<file path="config.mk">
export PLATFORM = sky130hd
export DESIGN_NAME = odp_cmd_slave
export DESIGN_NICKNAME = d
export VERILOG_FILES = /design/src/hdl/odp_pkg.sv /design/src/hdl/odp_pin_sync.sv /design/src/hdl/odp_fuse_ctrl.sv /design/src/hdl/odp_cmd_slave.sv
export SDC_FILE = /design/constraint.sdc
export NUM_CORES = 1
export LEC_CHECK = 0
export BUFFER_PORTS_ARGS = -buffer_cell sky130_fd_sc_hd__buf_2
export CAP_MARGIN = 5
export CORE_MARGIN = 2
export CORE_UTILIZATION = 55
export CTS_BUF_LIST = sky130_fd_sc_hd__clkbuf_4
export CTS_CLUSTER_DIAMETER = 120
export DETAILED_ROUTE_END_ITERATION = 7
export HOLD_SLACK_MARGIN = 0.08
export PLACE_DENSITY_LB_ADDON = 0.08
export SYNTH_ARGS = -nofsm -noshare
export SYNTH_HDL_FRONTEND = slang
export SYNTH_HIERARCHICAL = 1
export SYNTH_SLANG_ARGS = --single-unit
</file>
<file path="constraint.sdc">
create_clock -name sys_clk_i -period 3.2 [get_ports sys_clk_i]
set_input_delay 0.16 -clock sys_clk_i [delete_from_list [all_inputs] [get_ports sys_clk_i]]
set_output_delay 0.16 -clock sys_clk_i [all_outputs]
set_load 0.1 [all_outputs]
</file>
<file path="src/hdl/odp_pkg.sv">
package odp_pkg;

	// Slave address: fixed upper five bits, then two strap bits, then R/W
	localparam logic [4:0] ADDR_FIXED      = 5'h0B;
	localparam logic [1:0] ADDR_LOW_FIXED  = 2'h3;

	// Instruction byte field positions
	localparam int INS_CHAN_BIT = 7;
	localparam int INS_SD_BIT   = 6;
	localparam int INS_PROG_BIT = 5;
	localparam int INS_ZERO_BIT = 4;
	localparam int INS_OW_BIT   = 3;

	// Reset and preset values
	localparam logic [7:0] WIPER_MIDSCALE = 8'h80;

	// Fuse validation status codes
	localparam logic [1:0] STAT_READY = 2'h0;
	localparam logic [1:0] STAT_FATAL = 2'h2;
	localparam logic [1:0] STAT_DONE  = 2'h3;

	// Timing
	localparam int CLK_HZ       = 40_000_000;
	localparam int PROG_TIME_MS = 400;
	localparam int PROG_CYCLES  = PROG_TIME_MS * (CLK_HZ / 1000);
	localparam int PROG_CNT_W   = 24;

	typedef enum logic [2:0] {
		ST_IDLE     = 3'h0,
		ST_ADDR     = 3'h1,
		ST_ADDR_ACK = 3'h2,
		ST_RX       = 3'h3,
		ST_RX_ACK   = 3'h4,
		ST_TX       = 3'h5,
		ST_TX_ACK   = 3'h6
	} odp_state_t;

	// One potentiometer channel as seen by the analog switch matrix
	typedef struct packed {
		logic       a_open;
		logic       w_to_b;
		logic [7:0] code;
	} odp_chan_t;

	// Fuse burn request towards the fuse array
	typedef struct packed {
		logic       burn;
		logic       chan;
		logic [7:0] code;
	} odp_burn_t;

endpackage

</file>
<file path="src/hdl/odp_pin_sync.sv">
`timescale 1ns/1ps
`default_nettype none

module odp_pin_sync (
	// Clock and reset
	input  wire logic       sys_clk_i,
	input  wire logic       sys_rst_i,
	input  wire logic       ce_i,
	// Raw pins
	input  wire logic       scl_i,
	input  wire logic       sda_i,
	input  wire logic [1:0] strap_i,
	// Synchronised levels and events
	output logic            sda_o,
	output logic [1:0]      strap_o,
	output logic            start_o,
	output logic            stop_o,
	output logic            scl_rise_o,
	output logic            scl_fall_o
);

	logic [1:0] scl_meta_q;
	logic [1:0] sda_meta_q;
	logic [1:0] strap_meta_q;
	logic [1:0] strap_q;
	logic       scl_q;
	logic       sda_q;
	logic       scl_prev_q;
	logic       sda_prev_q;

	// Two stages before any logic; the bus idles high
	always_ff @(posedge sys_clk_i) begin
		if (sys_rst_i) begin
			scl_meta_q   <= 2'h3;
			sda_meta_q   <= 2'h3;
			strap_meta_q <= 2'h0;
			strap_q      <= 2'h0;
			scl_prev_q   <= 1'h1;
			sda_prev_q   <= 1'h1;
		end else if (ce_i) begin
			scl_meta_q   <= {scl_meta_q[0], scl_i};
			sda_meta_q   <= {sda_meta_q[0], sda_i};
			strap_meta_q <= strap_i;
			strap_q      <= strap_meta_q;
			scl_prev_q   <= scl_q;
			sda_prev_q   <= sda_q;
		end
	end

	assign scl_q   = scl_meta_q[1];
	assign sda_q   = sda_meta_q[1];
	assign sda_o   = sda_q;
	assign strap_o = strap_q;

	assign start_o    = ce_i & scl_q & scl_prev_q & sda_prev_q & ~sda_q;
	assign stop_o     = ce_i & scl_q & scl_prev_q & ~sda_prev_q & sda_q;
	assign scl_rise_o = ce_i & scl_q & ~scl_prev_q;
	assign scl_fall_o = ce_i & ~scl_q & scl_prev_q;

endmodule

`default_nettype wire

</file>
<file path="src/hdl/odp_fuse_ctrl.sv">
`timescale 1ns/1ps
`default_nettype none

module odp_fuse_ctrl
	import odp_pkg::*;
#(
	parameter int PROG_LEN = PROG_CYCLES
) (
	// Clock and reset
	input  wire logic       sys_clk_i,
	input  wire logic       sys_rst_i,
	input  wire logic       ce_i,
	// Fuse array state
	input  wire logic       fuse_blown_i,
	input  wire logic       fuse_ok_i,
	// Burn request from the command logic
	input  wire logic       prog_req_i,
	input  wire logic       prog_chan_i,
	input  wire logic [7:0] prog_code_i,
	// Results
	output odp_burn_t       burn_o,
	output logic [1:0]      status_o
);

	logic                  init_q;
	logic [PROG_CNT_W-1:0] cnt_q;

	// Status is captured from the array once reset has gone
	always_ff @(posedge sys_clk_i) begin
		if (sys_rst_i) begin
			init_q   <= 1'h1;
			status_o <= STAT_READY;
		end else if (ce_i) begin
			init_q <= 1'h0;
			if (init_q) begin
				status_o <= fuse_blown_i ? STAT_DONE : STAT_READY;
			end else if (burn_o.burn && cnt_q == PROG_CNT_W'(1)) begin
				status_o <= fuse_ok_i ? STAT_DONE : STAT_FATAL;
			end
		end
	end

	// One attempt only: any status other than ready refuses the request
	always_ff @(posedge sys_clk_i) begin
		if (sys_rst_i) begin
			burn_o <= '0;
			cnt_q  <= '0;
		end else if (ce_i) begin
			if (burn_o.burn) begin
				cnt_q <= cnt_q - PROG_CNT_W'(1);
				if (cnt_q == PROG_CNT_W'(1)) begin
					burn_o.burn <= 1'h0;
				end
			end else if (prog_req_i && !init_q && status_o == STAT_READY) begin
				burn_o.burn <= 1'h1;
				burn_o.chan <= prog_chan_i;
				burn_o.code <= prog_code_i;
				cnt_q       <= PROG_CNT_W'(PROG_LEN);
			end
		end
	end

endmodule

`default_nettype wire

</file>
<file path="src/hdl/odp_cmd_slave.sv">
// Functional notes
// - Shutdown opens terminal A of the selected channel and ties its wiper to terminal B.
// - Shutdown never alters the stored wiper code, which reappears when shutdown is released.
// - A program bit of one burns the selected channel's current code into the fuses.
// - With the override bit set, new codes are accepted and applied even after the fuses are blown.
// - After reset each wiper starts at midscale, or at the fuse code when the fuses are blown.
// - The wiper code is one byte, most significant bit first.
// - Validation status reads 00 while the fuses are unprogrammed.
// - Validation status reads 10 when a burn left fuses unblown.
// - Validation status reads 11 after a good burn, and no more burns are possible.
// - The channel select bit picks the wiper latch used by commands and readback.
// - Channel select low addresses channel one, high addresses channel two.
// - Clearing the override bit restores the code held before the override began.
// - A read returns the code of the channel last selected by a write instruction.
`timescale 1ns/1ps
`default_nettype none

module odp_cmd_slave
	import odp_pkg::*;
#(
	parameter bit STRAPPED = 1'h1,
	parameter int PROG_LEN = PROG_CYCLES
) (
	// Clock, reset, enable
	input  wire logic            sys_clk_i,
	input  wire logic            sys_rst_i,
	input  wire logic            ce_i,
	// Serial bus pins
	input  wire logic            scl_i,
	input  wire logic            sda_i,
	output logic                 sda_o,
	output logic                 sda_oe_o,
	// Address straps
	input  wire logic            strap_pin_hi_i,
	input  wire logic            strap_pin_lo_i,
	// Fuse array
	input  wire logic            fuse_blown_i,
	input  wire logic [1:0][7:0] fuse_code_i,
	input  wire logic            fuse_ok_i,
	output odp_burn_t            fuse_burn_o,
	// Analog channel controls
	output odp_chan_t            chan1_o,
	output odp_chan_t            chan2_o,
	// Status
	output logic [1:0]           fuse_status_o
);

	////////////////////////////////////////////////////////////////////////////////
	// Elaboration checks

	if (PROG_LEN < 1 || PROG_LEN >= (1 << PROG_CNT_W)) begin : g_bad_len
		$error("PROG_LEN out of range");
	end

	////////////////////////////////////////////////////////////////////////////////
	// Pin front end and fuse control

	logic       sda_s;
	logic [1:0] strap_s;
	logic       start_p;
	logic       stop_p;
	logic       rise_p;
	logic       fall_p;
	logic       prog_req;
	logic       prog_chan;
	logic [7:0] prog_code;
	logic       chan_sel_q;
	odp_burn_t  burn_w;
	logic [1:0] status_w;

	odp_pin_sync i_odp_pin_sync (
		.sys_clk_i  (sys_clk_i),
		.sys_rst_i  (sys_rst_i),
		.ce_i       (ce_i),
		.scl_i      (scl_i),
		.sda_i      (sda_i),
		.strap_i    ({strap_pin_hi_i, strap_pin_lo_i}),
		.sda_o      (sda_s),
		.strap_o    (strap_s),
		.start_o    (start_p),
		.stop_o     (stop_p),
		.scl_rise_o (rise_p),
		.scl_fall_o (fall_p)
	);

	odp_fuse_ctrl #(
		.PROG_LEN (PROG_LEN)
	) i_odp_fuse_ctrl (
		.sys_clk_i   (sys_clk_i),
		.sys_rst_i   (sys_rst_i),
		.ce_i        (ce_i),
		.fuse_blown_i(fuse_blown_i),
		.fuse_ok_i   (fuse_ok_i),
		.prog_req_i  (prog_req),
		.prog_chan_i (prog_chan),
		.prog_code_i (prog_code),
		.burn_o      (burn_w),
		.status_o    (status_w)
	);

	assign fuse_burn_o   = burn_w;
	assign fuse_status_o = status_w;

	////////////////////////////////////////////////////////////////////////////////
	// Helpers

	function automatic logic addr_match(input logic [6:0] addr, input logic [1:0] strap);
		logic [1:0] low;
		low = STRAPPED ? strap : ADDR_LOW_FIXED;
		return addr == {ADDR_FIXED, low};
	endfunction

	function automatic logic [7:0] read_byte(input logic idx, input logic sel,
		input odp_chan_t c1, input odp_chan_t c2, input logic [1:0] st);
		logic [7:0] b;
		b = sel ? c2.code : c1.code;
		if (idx) begin
			b = {st, 6'h00};
		end
		return b;
	endfunction

	////////////////////////////////////////////////////////////////////////////////
	// Serial protocol engine

	odp_state_t state_q;
	logic [3:0] bit_cnt_q;
	logic [7:0] shift_q;
	logic       rw_q;
	logic       byte_idx_q;
	logic       first_q;
	logic       mack_q;
	logic       rx_done;
	logic [7:0] tx_first;
	logic [7:0] tx_next;

	// Byte complete in receive direction, handed to the command logic
	assign rx_done = fall_p && state_q == ST_RX && bit_cnt_q == 4'h8;

	// Bytes offered to the master at the start of a read and after each master ACK
	assign tx_first = read_byte(1'h0, chan_sel_q, chan1_o, chan2_o, status_w);
	assign tx_next  = read_byte(byte_idx_q, chan_sel_q, chan1_o, chan2_o, status_w);

	always_ff @(posedge sys_clk_i) begin
		if (sys_rst_i) begin
			state_q    <= ST_IDLE;
			bit_cnt_q  <= 4'h0;
			shift_q    <= 8'h00;
			rw_q       <= 1'h0;
			byte_idx_q <= 1'h0;
			first_q    <= 1'h1;
			mack_q     <= 1'h0;
			sda_oe_o   <= 1'h0;
			sda_o      <= 1'h0;
		end else if (ce_i) begin
			sda_o <= 1'h0;
			if (start_p) begin
				state_q   <= ST_ADDR;
				bit_cnt_q <= 4'h0;
				sda_oe_o  <= 1'h0;
			end else if (stop_p) begin
				state_q  <= ST_IDLE;
				sda_oe_o <= 1'h0;
			end else if (rise_p) begin
				if (state_q == ST_ADDR || state_q == ST_RX) begin
					shift_q   <= {shift_q[6:0], sda_s};
					bit_cnt_q <= bit_cnt_q + 4'h1;
				end else if (state_q == ST_TX_ACK) begin
					mack_q <= ~sda_s;
				end
			end else if (fall_p) begin
				case (state_q)
					ST_ADDR: begin
						if (bit_cnt_q == 4'h8) begin
							if (addr_match(shift_q[7:1], strap_s)) begin
								rw_q     <= shift_q[0];
								sda_oe_o <= 1'h1;
								state_q  <= ST_ADDR_ACK;
							end else begin
								state_q <= ST_IDLE;
							end
						end
					end
					ST_ADDR_ACK: begin
						bit_cnt_q <= 4'h0;
						if (rw_q) begin
							shift_q    <= tx_first;
							sda_oe_o   <= ~tx_first[7];
							byte_idx_q <= 1'h1;
							state_q    <= ST_TX;
						end else begin
							sda_oe_o <= 1'h0;
							first_q  <= 1'h1;
							state_q  <= ST_RX;
						end
					end
					ST_RX: begin
						if (bit_cnt_q == 4'h8) begin
							sda_oe_o <= 1'h1;
							state_q  <= ST_RX_ACK;
						end
					end
					ST_RX_ACK: begin
						sda_oe_o  <= 1'h0;
						bit_cnt_q <= 4'h0;
						first_q   <= 1'h0;
						state_q   <= ST_RX;
					end
					ST_TX: begin
						if (bit_cnt_q == 4'h7) begin
							sda_oe_o <= 1'h0;
							state_q  <= ST_TX_ACK;
						end else begin
							shift_q   <= {shift_q[6:0], 1'h0};
							sda_oe_o  <= ~shift_q[6];
							bit_cnt_q <= bit_cnt_q + 4'h1;
						end
					end
					ST_TX_ACK: begin
						// Further bytes alternate code and validation byte
						if (mack_q) begin
							shift_q    <= tx_next;
							sda_oe_o   <= ~tx_next[7];
							byte_idx_q <= ~byte_idx_q;
							bit_cnt_q  <= 4'h0;
							state_q    <= ST_TX;
						end else begin
							state_q <= ST_IDLE;
						end
					end
					default: begin
						state_q <= ST_IDLE;
					end
				endcase
			end
		end
	end

	////////////////////////////////////////////////////////////////////////////////
	// Command decode

	logic       ow_q;
	logic       load_q;
	logic [7:0] held_q [2];
	logic       ins_ok;
	logic       ins_take;
	logic       data_take;
	logic       writable;

	// A set reserved bit voids the instruction; the byte is still acknowledged
	assign ins_ok    = ~shift_q[INS_ZERO_BIT];
	assign ins_take  = rx_done && first_q && ins_ok;
	assign data_take = rx_done && !first_q;
	// Blown fuses freeze the wiper unless the override is active
	assign writable  = status_w != STAT_DONE || ow_q;
	assign prog_req  = ins_take && shift_q[INS_PROG_BIT];
	// Burn target follows the instruction just received, not the one before it
	assign prog_chan = shift_q[INS_CHAN_BIT];
	assign prog_code = prog_chan ? chan2_o.code : chan1_o.code;

	always_ff @(posedge sys_clk_i) begin
		if (sys_rst_i) begin
			chan_sel_q <= 1'h0;
			ow_q       <= 1'h0;
		end else if (ce_i && ins_take) begin
			chan_sel_q <= shift_q[INS_CHAN_BIT];
			ow_q       <= shift_q[INS_OW_BIT];
		end
	end

	////////////////////////////////////////////////////////////////////////////////
	// Wiper latches

	odp_chan_t chan_q [2];

	always_ff @(posedge sys_clk_i) begin
		if (sys_rst_i) begin
			load_q <= 1'h1;
			for (int i = 0; i < 2; i++) begin
				chan_q[i] <= '{a_open: 1'h0, w_to_b: 1'h0, code: WIPER_MIDSCALE};
				held_q[i] <= WIPER_MIDSCALE;
			end
		end else if (ce_i) begin
			load_q <= 1'h0;
			for (int i = 0; i < 2; i++) begin
				if (load_q) begin
					chan_q[i].code <= fuse_blown_i ? fuse_code_i[i] : WIPER_MIDSCALE;
				end else if (ins_take) begin
					if (shift_q[INS_CHAN_BIT] == 1'(i)) begin
						// Only the switch state moves; the code is left alone
						chan_q[i].a_open <= shift_q[INS_SD_BIT];
						chan_q[i].w_to_b <= shift_q[INS_SD_BIT];
					end
					if (shift_q[INS_OW_BIT] && !ow_q) begin
						held_q[i] <= chan_q[i].code;
					end else if (!shift_q[INS_OW_BIT] && ow_q) begin
						chan_q[i].code <= held_q[i];
					end
				end else if (data_take && writable && chan_sel_q == 1'(i)) begin
					chan_q[i].code <= shift_q;
				end
			end
		end
	end

	assign chan1_o = chan_q[0];
	assign chan2_o = chan_q[1];

endmodule

`default_nettype wire

</file>
# Word level (Yosys, flattened, before mapping)
# Memories as Yosys holds them, arrays and structs flattened.
# Cells that the tools add are included.
word_totals:
  ramBits: 36
  input_bits: 25
  reg_bits: 69
  n_memories: 2
  wordCells: 245
  out_inout_bits: 34
memory_table:
  columns: ["memory", "depth", "width", "read_ports", "rd_ports_with_merged_regs", "write_ports", "line_no", "source"]
  rows:
  - ["chan_q", 2, 10, 2, 0, 2, "odp_cmd_slave.sv:274", "odp_chan_t chan_q [2];"]
  - ["held_q", 2, 8, 2, 0, 2, "odp_cmd_slave.sv:244", "logic [7:0] held_q [2];"]
op_classes:
  reduce_logical: 44
  n_eq_ne: 28
  mux: 111
  n_addsub: 2
  bitwise_logic: 36
op_table:
  columns: ["op", "count"]
  rows:
  - ["8-bit two-way mux", 19]
  - ["1-bit two-way mux", 63]
  - ["24-bit two-way mux", 2]
  - ["4-bit two-way mux", 7]
  - ["3-bit two-way mux", 9]
  - ["24-bit by 1-bit == test with 1-bit output, second input constant", 1]
  - ["8-bit one-hot mux with 3 select lines", 1]
  - ["8-bit AND reduction", 3]
  - ["24-bit by 1-bit subtractor with 24-bit output, second input constant", 1]
  - ["3-bit one-hot mux with 6 select lines", 1]
  - ["4-bit by 2-bit inequality test with 1-bit output, second input constant", 4]
  - ["1-bit logical AND", 15]
  - ["1-bit inverter", 15]
  - ["7-bit AND reduction", 2]
  - ["3-bit by 2-bit inequality test with 1-bit output, second input constant", 4]
  - ["4-bit by 1-bit inequality test with 1-bit output, second input constant", 3]
  - ["1-bit bitwise OR", 12]
  - ["4-bit one-hot mux with 3 select lines", 1]
  - ["6-bit AND reduction", 2]
  - ["10-bit two-way mux", 1]
  - ["2-bit inequality test, second input constant", 5]
  - ["2-bit nonzero test", 5]
  - ["1-bit bitwise AND", 9]
  - ["3-bit == test, second input constant", 3]
  - ["22 further kinds", 33]

# Longest topological paths before layout
depth:
  depth_word: 15
  mapped_depth: 12
  ltp_nobuf: 9

# Cells and area by module
# The synthesis kept the hierarchy.
by_module_without_submodules:
  columns: ["module", "n_inst", "cells_per_inst", "seq_area_each_um2", "area_each_um2"]
  rows:
  - ["odp_cmd_slave", 1, 352, 1481.4, 3527.1]
  - ["odp_fuse_ctrl", 1, 185, 740.7, 1778.0]
  - ["odp_pin_sync", 1, 39, 200.2, 411.6]

# Worst setup path after synthesis
# No wires, ideal clock.
synth_path:
  path_type: "input -> register"
  startpoint: "in ce_i"
  endpoint: "reg i_odp_fuse_ctrl.cnt_q[21]"
  slack_ns: 0.661
  path_buffers: 2
  arrival_time_ns: 2.465
  setup_ns: 0.074
  path_stages: 11
  t_required_ns: 3.126
  cell_sequence: "buf_6 > buf_8 > nand2_1 > nor2_1 > nand3b_4 > nor2_1 > and4_1 > nor4b_4 > o2111ai_2 > or4_1 > a31oi_1"
synth_via:
  elab_chain_len: 11
synth_lines:
  columns: ["element", "line_no", "source"]
  rows:
  - ["from (decl)", "odp_cmd_slave.sv:27", "input wire logic ce_i,"]
  - ["1-bit bitwise AND (2 in a row)", "odp_pin_sync.sv:58", "assign scl_fall_o = ce_i & ~scl_q & scl_prev_q;"]
  - ["named net fall_p", "odp_cmd_slave.sv:63", "logic fall_p;"]
  - ["1-bit logical AND (2 in a row)", "odp_cmd_slave.sv:138", "assign rx_done = fall_p && state_q == ST_RX && bit_cnt_q == 4'h8;"]
  - ["1-bit logical AND (2 in a row)", "odp_cmd_slave.sv:252", "assign ins_take = rx_done && first_q && ins_ok;"]
  - ["1-bit logical AND", "odp_cmd_slave.sv:256", "assign prog_req = ins_take && shift_q[INS_PROG_BIT];"]
  - ["named net prog_req", "odp_cmd_slave.sv:64", "logic prog_req;"]
  - ["1-bit logical AND (2 in a row)", "odp_fuse_ctrl.sv:54", "end else if (prog_req_i && !init_q && status_o == STAT_READY) begin"]
  - ["2-bit nonzero test (no source line)", null, null]
  - ["2-bit AND reduction (no source line)", null, null]
  - ["to (signal assigned)", "odp_fuse_ctrl.sv:50", "cnt_q <= cnt_q - PROG_CNT_W'(1);"]
  - ["to (signal assigned)", "odp_fuse_ctrl.sv:58", "cnt_q <= PROG_CNT_W'(PROG_LEN);"]
  - ["to (decl)", "odp_fuse_ctrl.sv:26", "logic [PROG_CNT_W-1:0] cnt_q;"]
# The timed path passes the listed nets, and every way through them passes these cells.
# A chain may end at the register's enable or synchronous reset.

# Worst setup path in the final report
layout_path:
  startpoint: "reg i_odp_pin_sync.scl_prev_q"
  endpoint: "reg i_odp_fuse_ctrl.cnt_q[20]"
layout_via:
  elab_chain_len: 10
layout_lines:
  columns: ["element", "line_no", "source"]
  rows:
  - ["from (decl)", "odp_pin_sync.sv:28", "logic scl_prev_q;"]
  - ["from (signal assigned)", "odp_pin_sync.sv:45", "scl_prev_q <= scl_q;"]
  - ["1-bit bitwise AND", "odp_pin_sync.sv:58", null]
  - ["named net fall_p", "odp_cmd_slave.sv:63", null]
  - ["1-bit logical AND (2 in a row)", "odp_cmd_slave.sv:138", null]
  - ["1-bit logical AND (2 in a row)", "odp_cmd_slave.sv:252", null]
  - ["1-bit logical AND", "odp_cmd_slave.sv:256", null]
  - ["named net prog_req", "odp_cmd_slave.sv:64", null]
  - ["1-bit logical AND (2 in a row)", "odp_fuse_ctrl.sv:54", null]
  - ["2-bit nonzero test (no source line)", null, null]
  - ["2-bit AND reduction (no source line)", null, null]
# The timed path passes the listed nets, and every way through them passes these cells.

==> results.py <==
metrics = {
    "run_status": {
        "status": "finished clean",
    },
    "die": {
        "io_pins": 59,
        "die_x_um": 106,
        "dieArea_um2": 11200,
        "die_h_um": 106,
        "start_util_pct": 56.1,
        "core-area_um2": 10200,
        "rows": 37,
    },
    "setup_path": {
        "required_ns": 3.64,
        "worstSetupEndpointType": "register",
        "worstPathArrival_ns": 3.17,
        "crit_fanout": 15,
        "startpoint_type": "register",
        "crit_type": "reg -> reg",
    },
    "clocking": {
        "ctsResizeCount": 0,
        "cts.sinks": 104,
        "clk_pin_slew_ns": 0.18,
        "htree_levels": 3,
        "cts_buffers": 9,
        "clk_latency_ns": 0.49,
        "cts_max_path_buffers": 2,
        "cts_tree": "built",
        "root_buffer": "clkbuf_4",
    },
    "pwr": {
        "switching_share_pct": 28.8,
        "leakagePower_nw": 2.59,
        "p_seq_share_pct": 58.4,
        "p_int_mw": 1.74,
        "comb_power_share_pct": 12.4,
        "switchingPower_mw": 0.706,
        "irDropWorstVdd_mv": 0.316,
        "p_clk_share_pct": 29.2,
        "powerDensity_nw_per_um2": 383,
        "p_total_mw": 2.45,
    },
    "routing": {
        "drt_wl_total_mm": 14.0,
        "first_pass_iters": 6,
        "routedWlPerCell_um": 17.8,
        "drc": 0,
        "drtAntennaViolNets": 0,
        "vias": 4760,
        "vias_per_cell": 6.06,
        "drt-initial-drc-count": 225,
    },
    "global_route": {
        "grt_first_pass_wirelength_mm": 22.9,
        "grt_usage_pct": 26.0,
        "grt_max_degree": 50,
        "grt.overflow.total": 0,
        "antenna_found_initial": 0,
        "grt_pass1_vias": 4583,
    },
    "timing": {
        "slew_headroom_pct": 43.6,
        "hold_viol": 0,
        "fin_crit_ns": 2.73,
        "max_freq_mhz": 367,
        "min_period_over_period_pct": 85.3,
        "tns_ns": 0,
        "tightest_slew_ns": 0.844,
        "report.final.setup_viol": 0,
        "finalClockSkew_ns": 0.0290,
        "final_max_slew_viol_count": 0,
        "rsz0062_at_grt": "false",
    },
    "layout": {
        "syn_to_final_growth_pct": 12.0,
        "nNetsFinal": 673,
        "drive_gt1_share_pct": 20.5,
        "n_antenna_cell": 0,
        "layout.cells.non_filler": 785,
    },
    "placed_design": {
        "dp_hpwl_mm": 9.92,
        "dp.cells": 747,
        "globalplace.congestion": 0.887,
        "portBuffers": 57,
    },
    "synth": {
        "synth-edff-count": 34,
        "synth-main-ff-cell": "dfxtp_1",
        "ys_top_cells_by_count": "dfxtp_1 (70), nor2_1 (47), edfxtp_1 (34)",
        "async_flop_share_pct": 0,
        "syn_nets": 605,
        "synth.avg_cell_area_um2": 9.92,
        "yosysMostFrequentCell": "dfxtp_1",
        "synth_top_cell_by_area": "dfxtp_1",
        "synthDistinctLibCells": 78,
        "ys_ff_latch": 104,
        "yosys_warnings": 6,
        "seq_area_frac_synth_pct": 42.4,
        "synth_top_area_share_pct": 24.5,
        "syn_area_um2": 5720,
        "synthCells": 576,
        "synth_area_leaders": "dfxtp_1 (25%), edfxtp_1 (18%), mux2i_1 (5.1%)",
    },
    "run": {
        "drv_cap": 0,
    },
    "worst_hold_path": {
        "min_path_type": "in -> reg",
    },
}
==> power groups by stage <==
stage / Sequential [mW] / Clock (mW) / Combinational (mW)
floorplan: 1.56 / 0 / 0.118
finish: 1.43 / 0.715 / 0.303
CTS: 1.43 / 0.738 / 0.303
detailed placement: 1.46 / 0 / 0.282
global route: 1.44 / 0.780 / 0.320
global placement: 1.46 / 0 / 0.279
==> final timing paths <==
kind,cells after the start,slack (ns),start,endpoint
worst max register to register,10,0.47,i_odp_pin_sync/scl_prev_q,i_odp_fuse_ctrl/cnt_q[20]
worst min-delay path,3,0.24,ce_i,i_odp_fuse_ctrl/init_q
worst min register to register,2,0.49,i_odp_fuse_ctrl/cnt_q[15],i_odp_fuse_ctrl/cnt_q[15]
worst max-delay path,10,0.47,i_odp_pin_sync/scl_prev_q,i_odp_fuse_ctrl/cnt_q[20]
==> cell type report <==
cell class / instances / area, um2
clock buffers: 11 / 82.6
clock inverters: 5 / 61.3
fillers: 856 / 3780
inverters: 23 / 86.3
multi-input cells: 414 / 2980
flip-flops and latches: 104 / 2420
well taps: 136 / 170
repair buffers: 92 / 603
==> placed cells by master, fill, tap and decap left out, drive strengths merged, types with 7 or more instances in the layout <==
cell,Yosys,final
a211oi,8,8
a21o,11,11
a21oi,21,21
a22o,7,7
a22oi,9,9
a31oi,12,12
and2,14,14
buf,18,70
clkbuf,17,11
dfxtp,70,70
dlygate4sd3,0,22
edfxtp,34,34
inv,22,25
mux2,12,12
mux2i,29,29
nand2,23,23
nand2b,11,11
nand3,8,8
nand3b,8,8
nor2,50,50
nor2b,16,16
nor3,14,14
nor4,10,10
o21ai,32,32
o31ai,14,14
or3,13,13
or4,19,19
==> flip-flops by register name, summed over array words and instances (netlist names), 2 cells and up <==
signal	cells
held_q	16
i_odp_pin_sync/scl_meta_q	2
i_odp_fuse_ctrl/burn_o	10
i_odp_pin_sync/strap_o	2
i_odp_fuse_ctrl/status_o	2
i_odp_pin_sync/strap_meta_q	2
i_odp_fuse_ctrl/cnt_q	24
i_odp_pin_sync/sda_meta_q	2
shift_q	8
bit_cnt_q	4
state_q	3
chan_q	18
==> kinds of logic (layout without fill, tap and decap cells) <==
family / count (synthesis) / count (layout) / share of synthesized area [%]
DFF: 104 / 104 / 42.4
muxes: 41 / 41 / 7.44
AOI/OAI and AO/OA: 146 / 146 / 18.8
other: 1 / 1 / 0.0656
adders and majority gates: 4 / 4 / 0.876
and+or+nand+nor: 217 / 217 / 24.1
xor gates and xnor gates: 5 / 5 / 0.766
buffers and inverters: 58 / 131 / 5.56
==> stage by stage <==
| stage | area (um2) | setup WS, ns | util, % | hold WS [ns] |
|---|---|---|---|---|
| after global routing | 6400 | 0.234 | 62.9 | 0.238 |
| after global placement | 6040 | 0.523 | 59.3 | 0.368 |
| after CTS | 6400 | 0.470 | 62.9 | 0.206 |
| final | 6400 | 0.472 | 62.9 | 0.238 |
| after detailed placement | 6040 | 0.434 | 59.3 | 0.375 |
| after floorplan | 5720 | 0.661 | - | 0.280 |
==> what timing repair did <==
item                                    in CTS  in global routing
hold endpoints to repair                    22                  0
hold buffers                                22                  0
buffers inserted                             0                  0
endpoints found under the setup margin       0                  0
==> per-layer routing <==
metal	vias to the layer above	part of all wire [%]	GRT usage [%]	wire length (um)
li1	2299	-	-	-
met1	2269	43	32.0	6050
met2	165	48	44.7	6790
met3	27	6.2	6.62	873
met4	0	2.1	8.74	300
met5	-	0	0	0
==> critical path, cell delays in order, from the launching register on <==
cell and delay, ns:
dfxtp_1 0.39, nand2_1 0.06, nor2_1 0.28, nand3b_4 0.16
nor2_1 0.14, and4_1 0.21, nor4b_4 0.26, buf_4 0.23
o2111ai_4 0.22, or4_1 0.57, a31oi_1 0.17
Note: power is estimated with default switching activity, not from simulation.
